### config.mk
export PLATFORM = sky130hd
export DESIGN_NAME = actc_top
export DESIGN_NICKNAME = d
export VERILOG_FILES = /design/src/actc_pkg.sv /design/src/actc_top.sv /design/src/actc_prescaler.sv
export SDC_FILE = /design/constraint.sdc
export NUM_CORES = 1
export LEC_CHECK = 0
export BUFFER_PORTS_ARGS = -buffer_cell sky130_fd_sc_hd__buf_2
export CAP_MARGIN = 30
export CORE_MARGIN = 2
export CORE_UTILIZATION = 49
export DETAILED_ROUTE_END_ITERATION = 6
export HOLD_SLACK_MARGIN = 0.12
export PLACE_DENSITY = 0.82
export SETUP_SLACK_MARGIN = 0.5
export SYNTH_ARGS = -nofsm -noshare
export SYNTH_HDL_FRONTEND = slang
export SYNTH_SLANG_ARGS = --single-unit
### constraint.sdc
create_clock -name aclk -period 1.9 [get_ports aclk]
set_input_delay 0.285 -clock aclk [delete_from_list [all_inputs] [get_ports aclk]]
set_output_delay 0.285 -clock aclk [all_outputs]
set_load 0.01 [all_outputs]
### src/actc_pkg.sv
// package for the converter timing control block
// assumes a single 100 MHz bus clock and an AXI4-Lite register port
package actc_pkg;
  // register byte offsets
  localparam logic [3:0] ACTC_OFF_TIMING   = 4'h0;
  localparam logic [3:0] ACTC_OFF_SEQSTART = 4'h4;
  localparam logic [3:0] ACTC_OFF_STATUS   = 4'h8;
  // timing control field positions
  localparam int ACTC_RES_BIT  = 7;
  localparam int ACTC_SMP_LSB  = 5;
  localparam int ACTC_PRS_LSB  = 0;
  localparam int ACTC_PRS_W    = 5;
  // reset values
  localparam logic [7:0] ACTC_TIMING_RST = 8'h05;
  // sample phase one length in conversion clocks
  localparam logic [4:0] ACTC_PH1_CYC  = 5'h02;
  // successive approximation steps per resolution
  localparam logic [4:0] ACTC_BITS_HI  = 5'h0A;
  localparam logic [4:0] ACTC_BITS_LO  = 5'h08;
  // axi response codes
  localparam logic [1:0] ACTC_RESP_OK  = 2'h0;
  localparam logic [1:0] ACTC_RESP_ERR = 2'h2;

  typedef struct packed {
    logic       low_res;
    logic [1:0] sample_extend_select;
    logic [4:0] clock_divider_value;
  } actc_timing_t;

  typedef enum logic [3:0] {
    ACTC_IDLE = 4'b0001,
    ACTC_PH1  = 4'b0010,
    ACTC_PH2  = 4'b0100,
    ACTC_CONV = 4'b1000
  } actc_state_t;
endpackage

### src/actc_top.sv
// converter timing control: timing register, sequence start, sample/convert sequencer
// assumes an AXI4-Lite master on aclk; analog core consumes phase outputs
// How it works
// timing register write aborts, never starts sequence
// bit clear picks 10 bits, set 8
// 8-bit conversion uses fewer conversion clocks
// first sampling phase two clocks via buffer
// second phase 2,4,8,16 clocks by code
// conversion clock is bus over 2(prs+1)
// fastest conversion clock is half bus clock
// divider value resets to five
// software keeps conversion clock 500kHz to 2MHz
// resolution bit7, sample 6:5, divider 4:0
// register readable and writable at any time
// only sequence start write begins sequence
// conversion clock is an enable strobe
//
// Design decisions made here: the AXI4-Lite register port and the register addresses.
module actc_top
  import actc_pkg::*;
(
  input  wire logic        aclk,
  input  wire logic        aresetn,
  input  wire logic [3:0]  s_axi_awaddr,
  input  wire logic        s_axi_awvalid,
  output logic             s_axi_awready,
  input  wire logic [31:0] s_axi_wdata,
  input  wire logic [3:0]  s_axi_wstrb,
  input  wire logic        s_axi_wvalid,
  output logic             s_axi_wready,
  output logic [1:0]       s_axi_bresp,
  output logic             s_axi_bvalid,
  input  wire logic        s_axi_bready,
  input  wire logic [3:0]  s_axi_araddr,
  input  wire logic        s_axi_arvalid,
  output logic             s_axi_arready,
  output logic [31:0]      s_axi_rdata,
  output logic [1:0]       s_axi_rresp,
  output logic             s_axi_rvalid,
  input  wire logic        s_axi_rready,
  output logic             conv_tick,
  output logic             sample_buffered,
  output logic             sample_direct,
  output logic             converting,
  output logic             conv_done
);
  actc_timing_t     timing;
  actc_state_t      state;
  logic [3:0]       aw_addr;
  logic             aw_held;
  logic [31:0]      w_data;
  logic [3:0]       w_strb;
  logic             w_held;
  logic             do_write;
  logic             wr_timing;
  logic             wr_start;
  logic [4:0]       step;
  logic [4:0]       ph2_len;
  logic [4:0]       conv_len;
  logic             tick;
  logic             restart;
  logic             done_cnt;
  logic             finish;

  // write address and data may arrive in either order; hold each until both
  always_ff @(posedge aclk) begin
    if (!aresetn) begin
      aw_held <= 1'b0;
      aw_addr <= 4'h0;
    end else if (s_axi_awvalid && s_axi_awready) begin
      aw_held <= 1'b1;
      aw_addr <= s_axi_awaddr;
    end else if (do_write) begin
      aw_held <= 1'b0;
    end
  end

  always_ff @(posedge aclk) begin
    if (!aresetn) begin
      w_held <= 1'b0;
      w_data <= 32'h0000_0000;
      w_strb <= 4'h0;
    end else if (s_axi_wvalid && s_axi_wready) begin
      w_held <= 1'b1;
      w_data <= s_axi_wdata;
      w_strb <= s_axi_wstrb;
    end else if (do_write) begin
      w_held <= 1'b0;
    end
  end

  // ready deasserted while a captured beat waits or a response is pending
  always_ff @(posedge aclk) begin
    if (!aresetn) begin
      s_axi_awready <= 1'b0;
      s_axi_wready  <= 1'b0;
    end else begin
      s_axi_awready <= !aw_held && !(s_axi_awvalid && s_axi_awready) && !s_axi_bvalid;
      s_axi_wready  <= !w_held && !(s_axi_wvalid && s_axi_wready) && !s_axi_bvalid;
    end
  end

  assign do_write  = aw_held && w_held && !s_axi_bvalid;
  // writes only count when the low byte lane is enabled
  assign wr_timing = do_write && (aw_addr == ACTC_OFF_TIMING) && w_strb[0];
  assign wr_start  = do_write && (aw_addr == ACTC_OFF_SEQSTART) && w_strb[0];

  // write response; unmapped offsets answer with slave error
  always_ff @(posedge aclk) begin
    if (!aresetn) begin
      s_axi_bvalid <= 1'b0;
      s_axi_bresp  <= ACTC_RESP_OK;
    end else if (do_write) begin
      s_axi_bvalid <= 1'b1;
      if (aw_addr == ACTC_OFF_TIMING || aw_addr == ACTC_OFF_SEQSTART) begin
        s_axi_bresp <= ACTC_RESP_OK;
      end else if (aw_addr == ACTC_OFF_STATUS) begin
        s_axi_bresp <= ACTC_RESP_OK;
      end else begin
        s_axi_bresp <= ACTC_RESP_ERR;
      end
    end else if (s_axi_bready) begin
      s_axi_bvalid <= 1'b0;
    end
  end

  // timing register, writable whatever the sequencer is doing
  always_ff @(posedge aclk) begin
    if (!aresetn) begin
      timing <= actc_timing_t'(ACTC_TIMING_RST);
    end else if (wr_timing) begin
      timing.low_res              <= w_data[ACTC_RES_BIT];
      timing.sample_extend_select <= w_data[ACTC_SMP_LSB +: 2];
      timing.clock_divider_value  <= w_data[ACTC_PRS_LSB +: ACTC_PRS_W];
    end
  end

  // read channel: one outstanding read, answer one cycle after address
  always_ff @(posedge aclk) begin
    if (!aresetn) begin
      s_axi_arready <= 1'b0;
      s_axi_rvalid  <= 1'b0;
      s_axi_rdata   <= 32'h0000_0000;
      s_axi_rresp   <= ACTC_RESP_OK;
    end else if (s_axi_arvalid && s_axi_arready) begin
      s_axi_arready <= 1'b0;
      s_axi_rvalid  <= 1'b1;
      s_axi_rresp   <= ACTC_RESP_OK;
      if (s_axi_araddr == ACTC_OFF_TIMING) begin
        s_axi_rdata <= {24'h000000, timing};
      end else if (s_axi_araddr == ACTC_OFF_SEQSTART) begin
        s_axi_rdata <= 32'h0000_0000;
      end else if (s_axi_araddr == ACTC_OFF_STATUS) begin
        s_axi_rdata <= {28'h0000000, state};
      end else begin
        s_axi_rdata <= 32'h0000_0000;
        s_axi_rresp <= ACTC_RESP_ERR;
      end
    end else if (s_axi_rvalid) begin
      if (s_axi_rready) begin
        s_axi_rvalid  <= 1'b0;
        s_axi_arready <= 1'b1;
      end
    end else begin
      s_axi_arready <= 1'b1;
    end
  end

  // a timing or sequence start write realigns the conversion clock so phases start clean
  assign restart = wr_timing || wr_start;

  actc_prescaler #(
    .PRS_W (ACTC_PRS_W)
  ) u_prescaler (
    .aclk    (aclk),
    .aresetn (aresetn),
    .restart (restart),
    .divider (timing.clock_divider_value),
    .tick    (tick)
  );

  // second phase length 2 << code
  assign ph2_len  = 5'h02 << timing.sample_extend_select;
  // fewer approximation steps when low resolution set
  assign conv_len = timing.low_res ? ACTC_BITS_LO : ACTC_BITS_HI;
  assign done_cnt = tick && (step == 5'h01);

  // sequencer: steps count down in conversion clock strobes
  always_ff @(posedge aclk) begin
    if (!aresetn) begin
      state <= ACTC_IDLE;
      step  <= 5'h00;
    end else if (wr_start) begin
      state <= ACTC_PH1;
      step  <= ACTC_PH1_CYC;
    end else if (wr_timing) begin  // abort only, no restart
      state <= ACTC_IDLE;
      step  <= 5'h00;
    end else if (tick) begin
      case (state)
        ACTC_PH1: begin
          if (step == 5'h01) begin
            state <= ACTC_PH2;
            step  <= ph2_len;
          end else begin
            step <= step - 5'h01;
          end
        end
        ACTC_PH2: begin
          if (step == 5'h01) begin
            state <= ACTC_CONV;
            step  <= conv_len;
          end else begin
            step <= step - 5'h01;
          end
        end
        ACTC_CONV: begin
          if (step == 5'h01) begin
            state <= ACTC_IDLE;
            step  <= 5'h00;
          end else begin
            step <= step - 5'h01;
          end
        end
        default: begin
          state <= ACTC_IDLE;
          step  <= 5'h00;
        end
      endcase
    end
  end

  // registered phase outputs for the analog core
  always_ff @(posedge aclk) begin
    if (!aresetn) begin
      conv_tick       <= 1'b0;
      sample_buffered <= 1'b0;
      sample_direct   <= 1'b0;
      converting      <= 1'b0;
      conv_done       <= 1'b0;
      finish          <= 1'b0;
    end else begin
      conv_tick       <= tick;
      sample_buffered <= (state == ACTC_PH1);
      sample_direct   <= (state == ACTC_PH2);
      converting      <= (state == ACTC_CONV);
      // done pulse follows the last converting cycle, not overlapping it
      finish          <= (state == ACTC_CONV) && done_cnt && !restart;
      conv_done       <= finish;
    end
  end

  // tick spacing checks divider: count bus cycles between strobes
  logic [6:0] gap;
  always_ff @(posedge aclk) begin
    if (!aresetn) begin
      gap <= 7'h00;
    end else if (restart || tick) begin
      gap <= 7'h01;
    end else begin
      gap <= gap + 7'h01;
    end
  end

  a_tick_period: assert property (@(posedge aclk) disable iff (!aresetn)
    (tick && !restart) |-> (gap == {1'b0, timing.clock_divider_value, 1'b1} + 7'h01))
    else $error("conversion strobe spacing wrong");
  a_tick_min_gap: assert property (@(posedge aclk) disable iff (!aresetn)
    tick |=> !tick)
    else $error("conversion clock above half bus clock");
  a_abort_idle: assert property (@(posedge aclk) disable iff (!aresetn)
    (wr_timing && !wr_start) |=> (state == ACTC_IDLE) ##1 (sample_buffered == 1'b0))
    else $error("timing write did not abort");
  a_start_only: assert property (@(posedge aclk) disable iff (!aresetn)
    ($past(state) == ACTC_IDLE && state == ACTC_PH1) |-> $past(wr_start))
    else $error("sequence began without start write");
  a_ph1_entry: assert property (@(posedge aclk) disable iff (!aresetn)
    wr_start |=> (state == ACTC_PH1 && step == ACTC_PH1_CYC))
    else $error("first phase not two clocks");
  a_ph2_length: assert property (@(posedge aclk) disable iff (!aresetn)
    ($past(state) == ACTC_PH1 && state == ACTC_PH2) |-> step == ph2_len)
    else $error("second phase length wrong");
  a_res_steps: assert property (@(posedge aclk) disable iff (!aresetn)
    ($past(state) == ACTC_PH2 && state == ACTC_CONV)
      |-> step == (timing.low_res ? 5'h08 : 5'h0A))
    else $error("conversion length does not match resolution");
  a_low_res_short: assert property (@(posedge aclk) disable iff (!aresetn)
    ($past(state) == ACTC_PH2 && state == ACTC_CONV && timing.low_res)
      |-> step < ACTC_BITS_HI)
    else $error("low resolution not shorter");
  a_reset_value: assert property (@(posedge aclk)
    $rose(aresetn) |-> timing.clock_divider_value == 5'h05)
    else $error("divider reset value wrong");
  a_reg_write: assert property (@(posedge aclk) disable iff (!aresetn)
    wr_timing |=> timing == w_data[7:0] || $past(w_data[7:0]) == timing)
    else $error("timing fields misplaced");
endmodule

### src/actc_prescaler.sv
// conversion clock strobe generator
// assumes divider value is static between restarts; restart realigns it
module actc_prescaler
  import actc_pkg::*;
#(
  parameter int PRS_W = 5
) (
  input  wire logic             aclk,
  input  wire logic             aresetn,
  input  wire logic             restart,
  input  wire logic [PRS_W-1:0] divider,
  output logic                  tick
);
  initial begin
    if (PRS_W < 1 || PRS_W > 8) $error("actc_prescaler: PRS_W out of range");
  end

  // count 2*(divider+1) bus cycles per strobe, one-cycle pulse each time
  logic [PRS_W:0] count;
  logic [PRS_W:0] last;
  assign last = {divider, 1'b1};  // 2*(prs+1)-1

  always_ff @(posedge aclk) begin
    if (!aresetn) begin
      count <= '0;
      tick  <= 1'b0;
    end else if (restart) begin
      // restart counts its own cycle so the first phase is exactly whole strobes
      count <= {{PRS_W{1'b0}}, 1'b1};
      tick  <= 1'b0;
    end else if (count >= last) begin
      count <= '0;
      tick  <= 1'b1;
    end else begin
      count <= count + 1'b1;
      tick  <= 1'b0;
    end
  end
endmodule

-- After elaboration in Yosys (flattened, before gate mapping)
Cells that the tools add are included.
- input bits: 51
- register bits: 86
- output and inout port bits: 46
- logic and storage cells: 121
- shifts and indexed selects: 1
- equality and inequality tests: 15
- $add $sub $neg: 2
- reductions and logical operators: 36
- mux-type cells: 36
- bitwise operators: 1
- order comparisons: 1
- operators with widths (cell ; number):
    $mux 2 ; 12
    $mux 4 ; 5
    $logic_and 1x1->1 ; 16
    $mux 5 ; 3
    $pmux 5 s3 ; 1
    $mux 1 ; 13
    $eq 4x3->1 const B ; 3
    $eq 4x4->1 const B ; 3
    $ne 4x4->1 const B ; 3
    $pmux 4 s3 ; 1
    $logic_not 4->1 ; 2
    $mux 8 ; 1
    $reduce_and 4->1 ; 2
    $add 6x1->6 const B ; 1
    $ge 6x6->1 ; 1
    $logic_not 1->1 ; 6
    $ne 2x2->1 const B ; 3
    $reduce_bool 2->1 ; 3
    $reduce_or 3->1 ; 2
    $eq 5x1->1 const B ; 1
    $shl 2x2->5 const A ; 1
    $sub 5x1->5 const B ; 1
    $eq 4x2->1 const B ; 1
    $reduce_or 2->1 ; 2
    4 further kinds ; 5

-- Depth between registers and ports, before layout
- word-level depth: 7
- depth in mapped cells: 7
- depth with buffers taken out: 7

-- By module
A second synthesis with hierarchy kept.
- cell total of the unflattened synthesis: 312
- area total of the unflattened synthesis: 2756.4 µm²
- modules (own cells, without submodules) (module ; area an instance (µm²) ; sequential area each (µm²) ; cells an instance ; times used):
    actc_top ; 2368.5 ; 1061.0 ; 269 ; 1
    actc_prescaler ; 387.9 ; 140.1 ; 43 ; 1

-- Worst setup path after synthesis
OpenSTA, ideal clock, no wires.
- path kind: flip-flop to flip-flop
- from: reg step[1]
- to: reg step[4]
- arrival time: 1.496 ns
- cell stages (with the launch flop): 8
- path buffers: 0
- library setup time: 0.125 ns
- data required time: 1.775 ns
- clock period less this slack: 1.621 ns
- slack: 0.279 ns
- cells stage by stage: dfxtp_1 inv_1 ha_1 or4b_2 a31oi_1 a311oi_1 nand3_1 a21oi_1
- longest elaborated chain between the ends: 3
- elaborated cells between the ends (all ways): 6
- those cells by class: 1 x add/sub; 1 x eq/ne; 4 x mux
- RTL lines (element ; line ; RTL):
    start, declared ; actc_top.sv:57 ; logic [4:0] step;
    start signal, assigned ; actc_top.sv:204 ; step <= ph2_len;
    start signal, assigned ; actc_top.sv:206 ; step <= step - 5'h01;
    start signal, assigned ; actc_top.sv:212 ; step <= conv_len;
    $sub 5x1->5 / $eq 5x1->1 (equally long branches) ; -- ;
    $mux 5, on equally long branches ; actc_top.sv:218, actc_top.sv:202, actc_top.sv:210 ;
    $pmux 5 s3 * ; actc_top.sv:200 ; case (state)
Every way passes the cells marked *; elsewhere a longest branch is shown, timed or not.
A chain may end at the register's enable or synchronous reset.

-- Final worst setup path
- from: reg step[1]
- to: reg state[2]
- longest elaborated chain between the ends: 3
- elaborated cells between the ends (all ways): 5
- those cells by class: 4 x eq/ne; 1 x reduce/logical
- RTL lines (element ; line ; RTL):
    $eq 5x1->1 * ; actc_top.sv:202, actc_top.sv:210, actc_top.sv:218 ;
    $ne 2x2->1 (no line) ; -- ;
    $reduce_and 4->1 (no line) * ; -- ;
    end signal, assigned ; actc_top.sv:203 ; state <= ACTC_PH2;
    end signal, assigned ; actc_top.sv:211 ; state <= ACTC_CONV;
    end signal, assigned ; actc_top.sv:219 ; state <= ACTC_IDLE;
    end, declared ; actc_top.sv:48 ; actc_state_t state;
Marked as above.

==> flow_metrics.tcl <==
set metrics [dict create \
    yosysWarnings 0 \
    grt_setup_unrepaired "yes" \
    synthTopCellsByArea "dfxtp_1 44%, buf_4 7.2%, nand2_1 6.5%" \
    worstPathArrival_ns 1.89 \
    end_kind "register" \
    drtPass1Iterations 5 \
    synth_top_family_by_area "simple AND/OR/NAND/NOR gates" \
    clock-sinks 60 \
    status "complete, no violations" \
    clockRootBuffer "clkbuf_8" \
    hold_viol 0 \
    syn_area_per_cell_um2 8.501 \
    io_pins 97 \
    first_iter_violations 234 \
    pwr_density_cell_nw_per_um2 785.3 \
    slew_headroom_pct 62.99 \
    final_util_pct 63.61 \
    coreArea_um2 5439 \
    synth_edf_count 0 \
    setup_viol 0 \
    cp-start-kind "register" \
    final_nets 449 \
    hold_class "in2reg" \
    ys_seq_area_share_pct 44.02 \
    ff2ff_path_depth 7 \
    path_class "reg2reg" \
    cts_buffers 9 \
    post-route-min-period_ns 1.660 \
    cts.clk_slew.worst_paths_ns 0.07 \
    synth_compound_area_share_pct 16.60 \
    synth_top_cell_area_share_pct 44.02 \
    synth-simple-area-share_pct 21.00 \
    antenna_found_initial 0 \
    ctsLongestPathBuffers 2 \
    place.gp.congestion 0.8075 \
    synthArstFlopShare_pct 0 \
    drv_cap 0 \
    grt_use_total_pct 21.04 \
    avgRoutedWirePerCell_um 15.14 \
    drc 0 \
    vias_per_cell 5.448 \
    post-synth-top-count-cell "dfxtp_1" \
    grt_pass1_vias 2165 \
    slew_viol_final 0 \
    drive_above_1_share_pct 32.49 \
    tightest_slew_ns 0.5545 \
    grt_pass1_wl_mm 9.956 \
    hold_depth 3 \
    syn_area_um2 2729 \
    grt_max_degree 18 \
    synth-seq-cells 60 \
    area_growth_pct 26.78 \
    power_leakage_nw 1.444 \
    finalCritPeriodShare_pct 87.36 \
    synth_xor_area_share_pct 1.605 \
    ys.flop_type "dfxtp_1" \
    cts_htree_levels 3 \
    syn_inst 321 \
    synth_fa_ha_area_share_pct 3.668 \
    insertion_delay_ns 0.35 \
    ys_types 46 \
    diodes 0 \
    placementRows 27 \
    finalWirelength_mm 7.057 \
    path_max_fanout 4 \
    vias 2539 \
    die_height_um 78.63 \
    grt_overflow_total 0 \
    die-area_um2 6182 \
    totalPowerFinal_w 0.002717 \
    muxShareOfSynthArea_pct 1.467 \
    setup_tns_ns 0 \
    die_w_um 78.63 \
    yosys-top-cells-count "60 x dfxtp_1, 47 x nand2_1, 34 x a21oi_1" \
    required_ns 2.13 \
    io_buffers 43 \
    start_util_pct 50.17 \
    fmax_ghz 0.6025 \
    peakVddDrop_mv 0.4765 \
    cts_tree "built" \
    detailed_place_hpwl_mm 3.929 \
    yosysTopAreaCell "dfxtp_1" \
    skew_ns 0.008222 \
    ant_nets 0 \
]
kinds of logic after synthesis:
family                   after synthesis
AND/OR/NAND/NOR                      115
AO/OA/AOI/OAI                         76
flip-flops                            60
buffers and inverters                 52
adder cells (fa/ha/maj)                8
XOR/XNOR                               5
multiplexers                           4
other                                  1
per-stage QoR:
stage	worst slack (ns)	cells	instance area, um^2	hold slack [ns]
2_1_floorplan	0.3133	346	2851	0.4119
3_5_place_dp	0.1879	428	2929	0.4219
4_1_cts	0.3596	460	3346	0.1654
3_3_place_gp	0.2203	428	2929	0.4283
6_report	0.2401	466	3460	0.1701
5_1_grt	0.2084	466	3460	0.1667
worst paths after layout:
| kind | from | to | slack, ns |
|---|---|---|---|
| worst max-delay path | step[1] | state[2] | 0.24 |
| worst max register to register | step[1] | state[2] | 0.24 |
| worst min register to register | finish | conv_done | 0.44 |
| worst min-delay path | s_axi_wdata[0] | w_data[0] | 0.17 |
state kept, by name, indices dropped and copies added (netlist names), 4 cells and up:
name / count
aw_addr: 4
s_axi_rdata: 8
state: 4
step: 5
timing: 8
u_prescaler.count: 6
w_data: 8
critical path, cell delays in order (launching register included):
cell and delay, ns:
dfxtp_2 0.33, inv_2 0.08, ha_4 0.15, or4b_4 0.50
nand2_1 0.08, nand2_1 0.06, a32oi_1 0.26, nor2_1 0.09
metal layers:
layer / global-route usage (%) / up-vias / wire, um / part of all wire, %
met5: 0 / - / 0 / 0
met4: 13.33 / 0 / 247 / 3.5
met3: 5.057 / 34 / 573 / 8.1
met2: 34.70 / 146 / 3566 / 51
met1: 24.37 / 1164 / 2669 / 38
li1: - / 1195 / - / -
layout by cell type, fill, tap and decap left out, types with 9 or more instances in the layout:
master and count:
nand2_1 46, dfxtp_1 45, buf_2 44, a21oi_1 32, conb_1 26, buf_4 25
nor2_1 17, inv_1 11, dfxtp_2 11, nand3_1 10, o21ai_0 10, clkbuf_8 9
power by group:
part / internal (W) / switching [W]
clock network: 0.000726 / 0.000502
registers: 0.00129 / 0.0000294
logic: 0.0000658 / 0.000107
total: 0.00208 / 0.000639
area by class of cell:
class,count,area [um^2]
clock buffers,10,127.6
flip-flops and latches,60,1230
repair buffers,72,450.4
inverters,13,48.80
fillers,446,1979
clock inverters,5,77.57
well taps,72,90.09
multi-input cells,234,1435
what timing repair did:
action | 4_1_cts | 5_1_grt
resized for setup | 31 | 19
pin swaps | 18 | 11
endpoints found under the setup margin | 25 | 28
setup buffers | 16 | 6
cloned | 1 | 0
hold buffers | 0 | 0
Note: power is estimated with default switching activity, not from simulation.
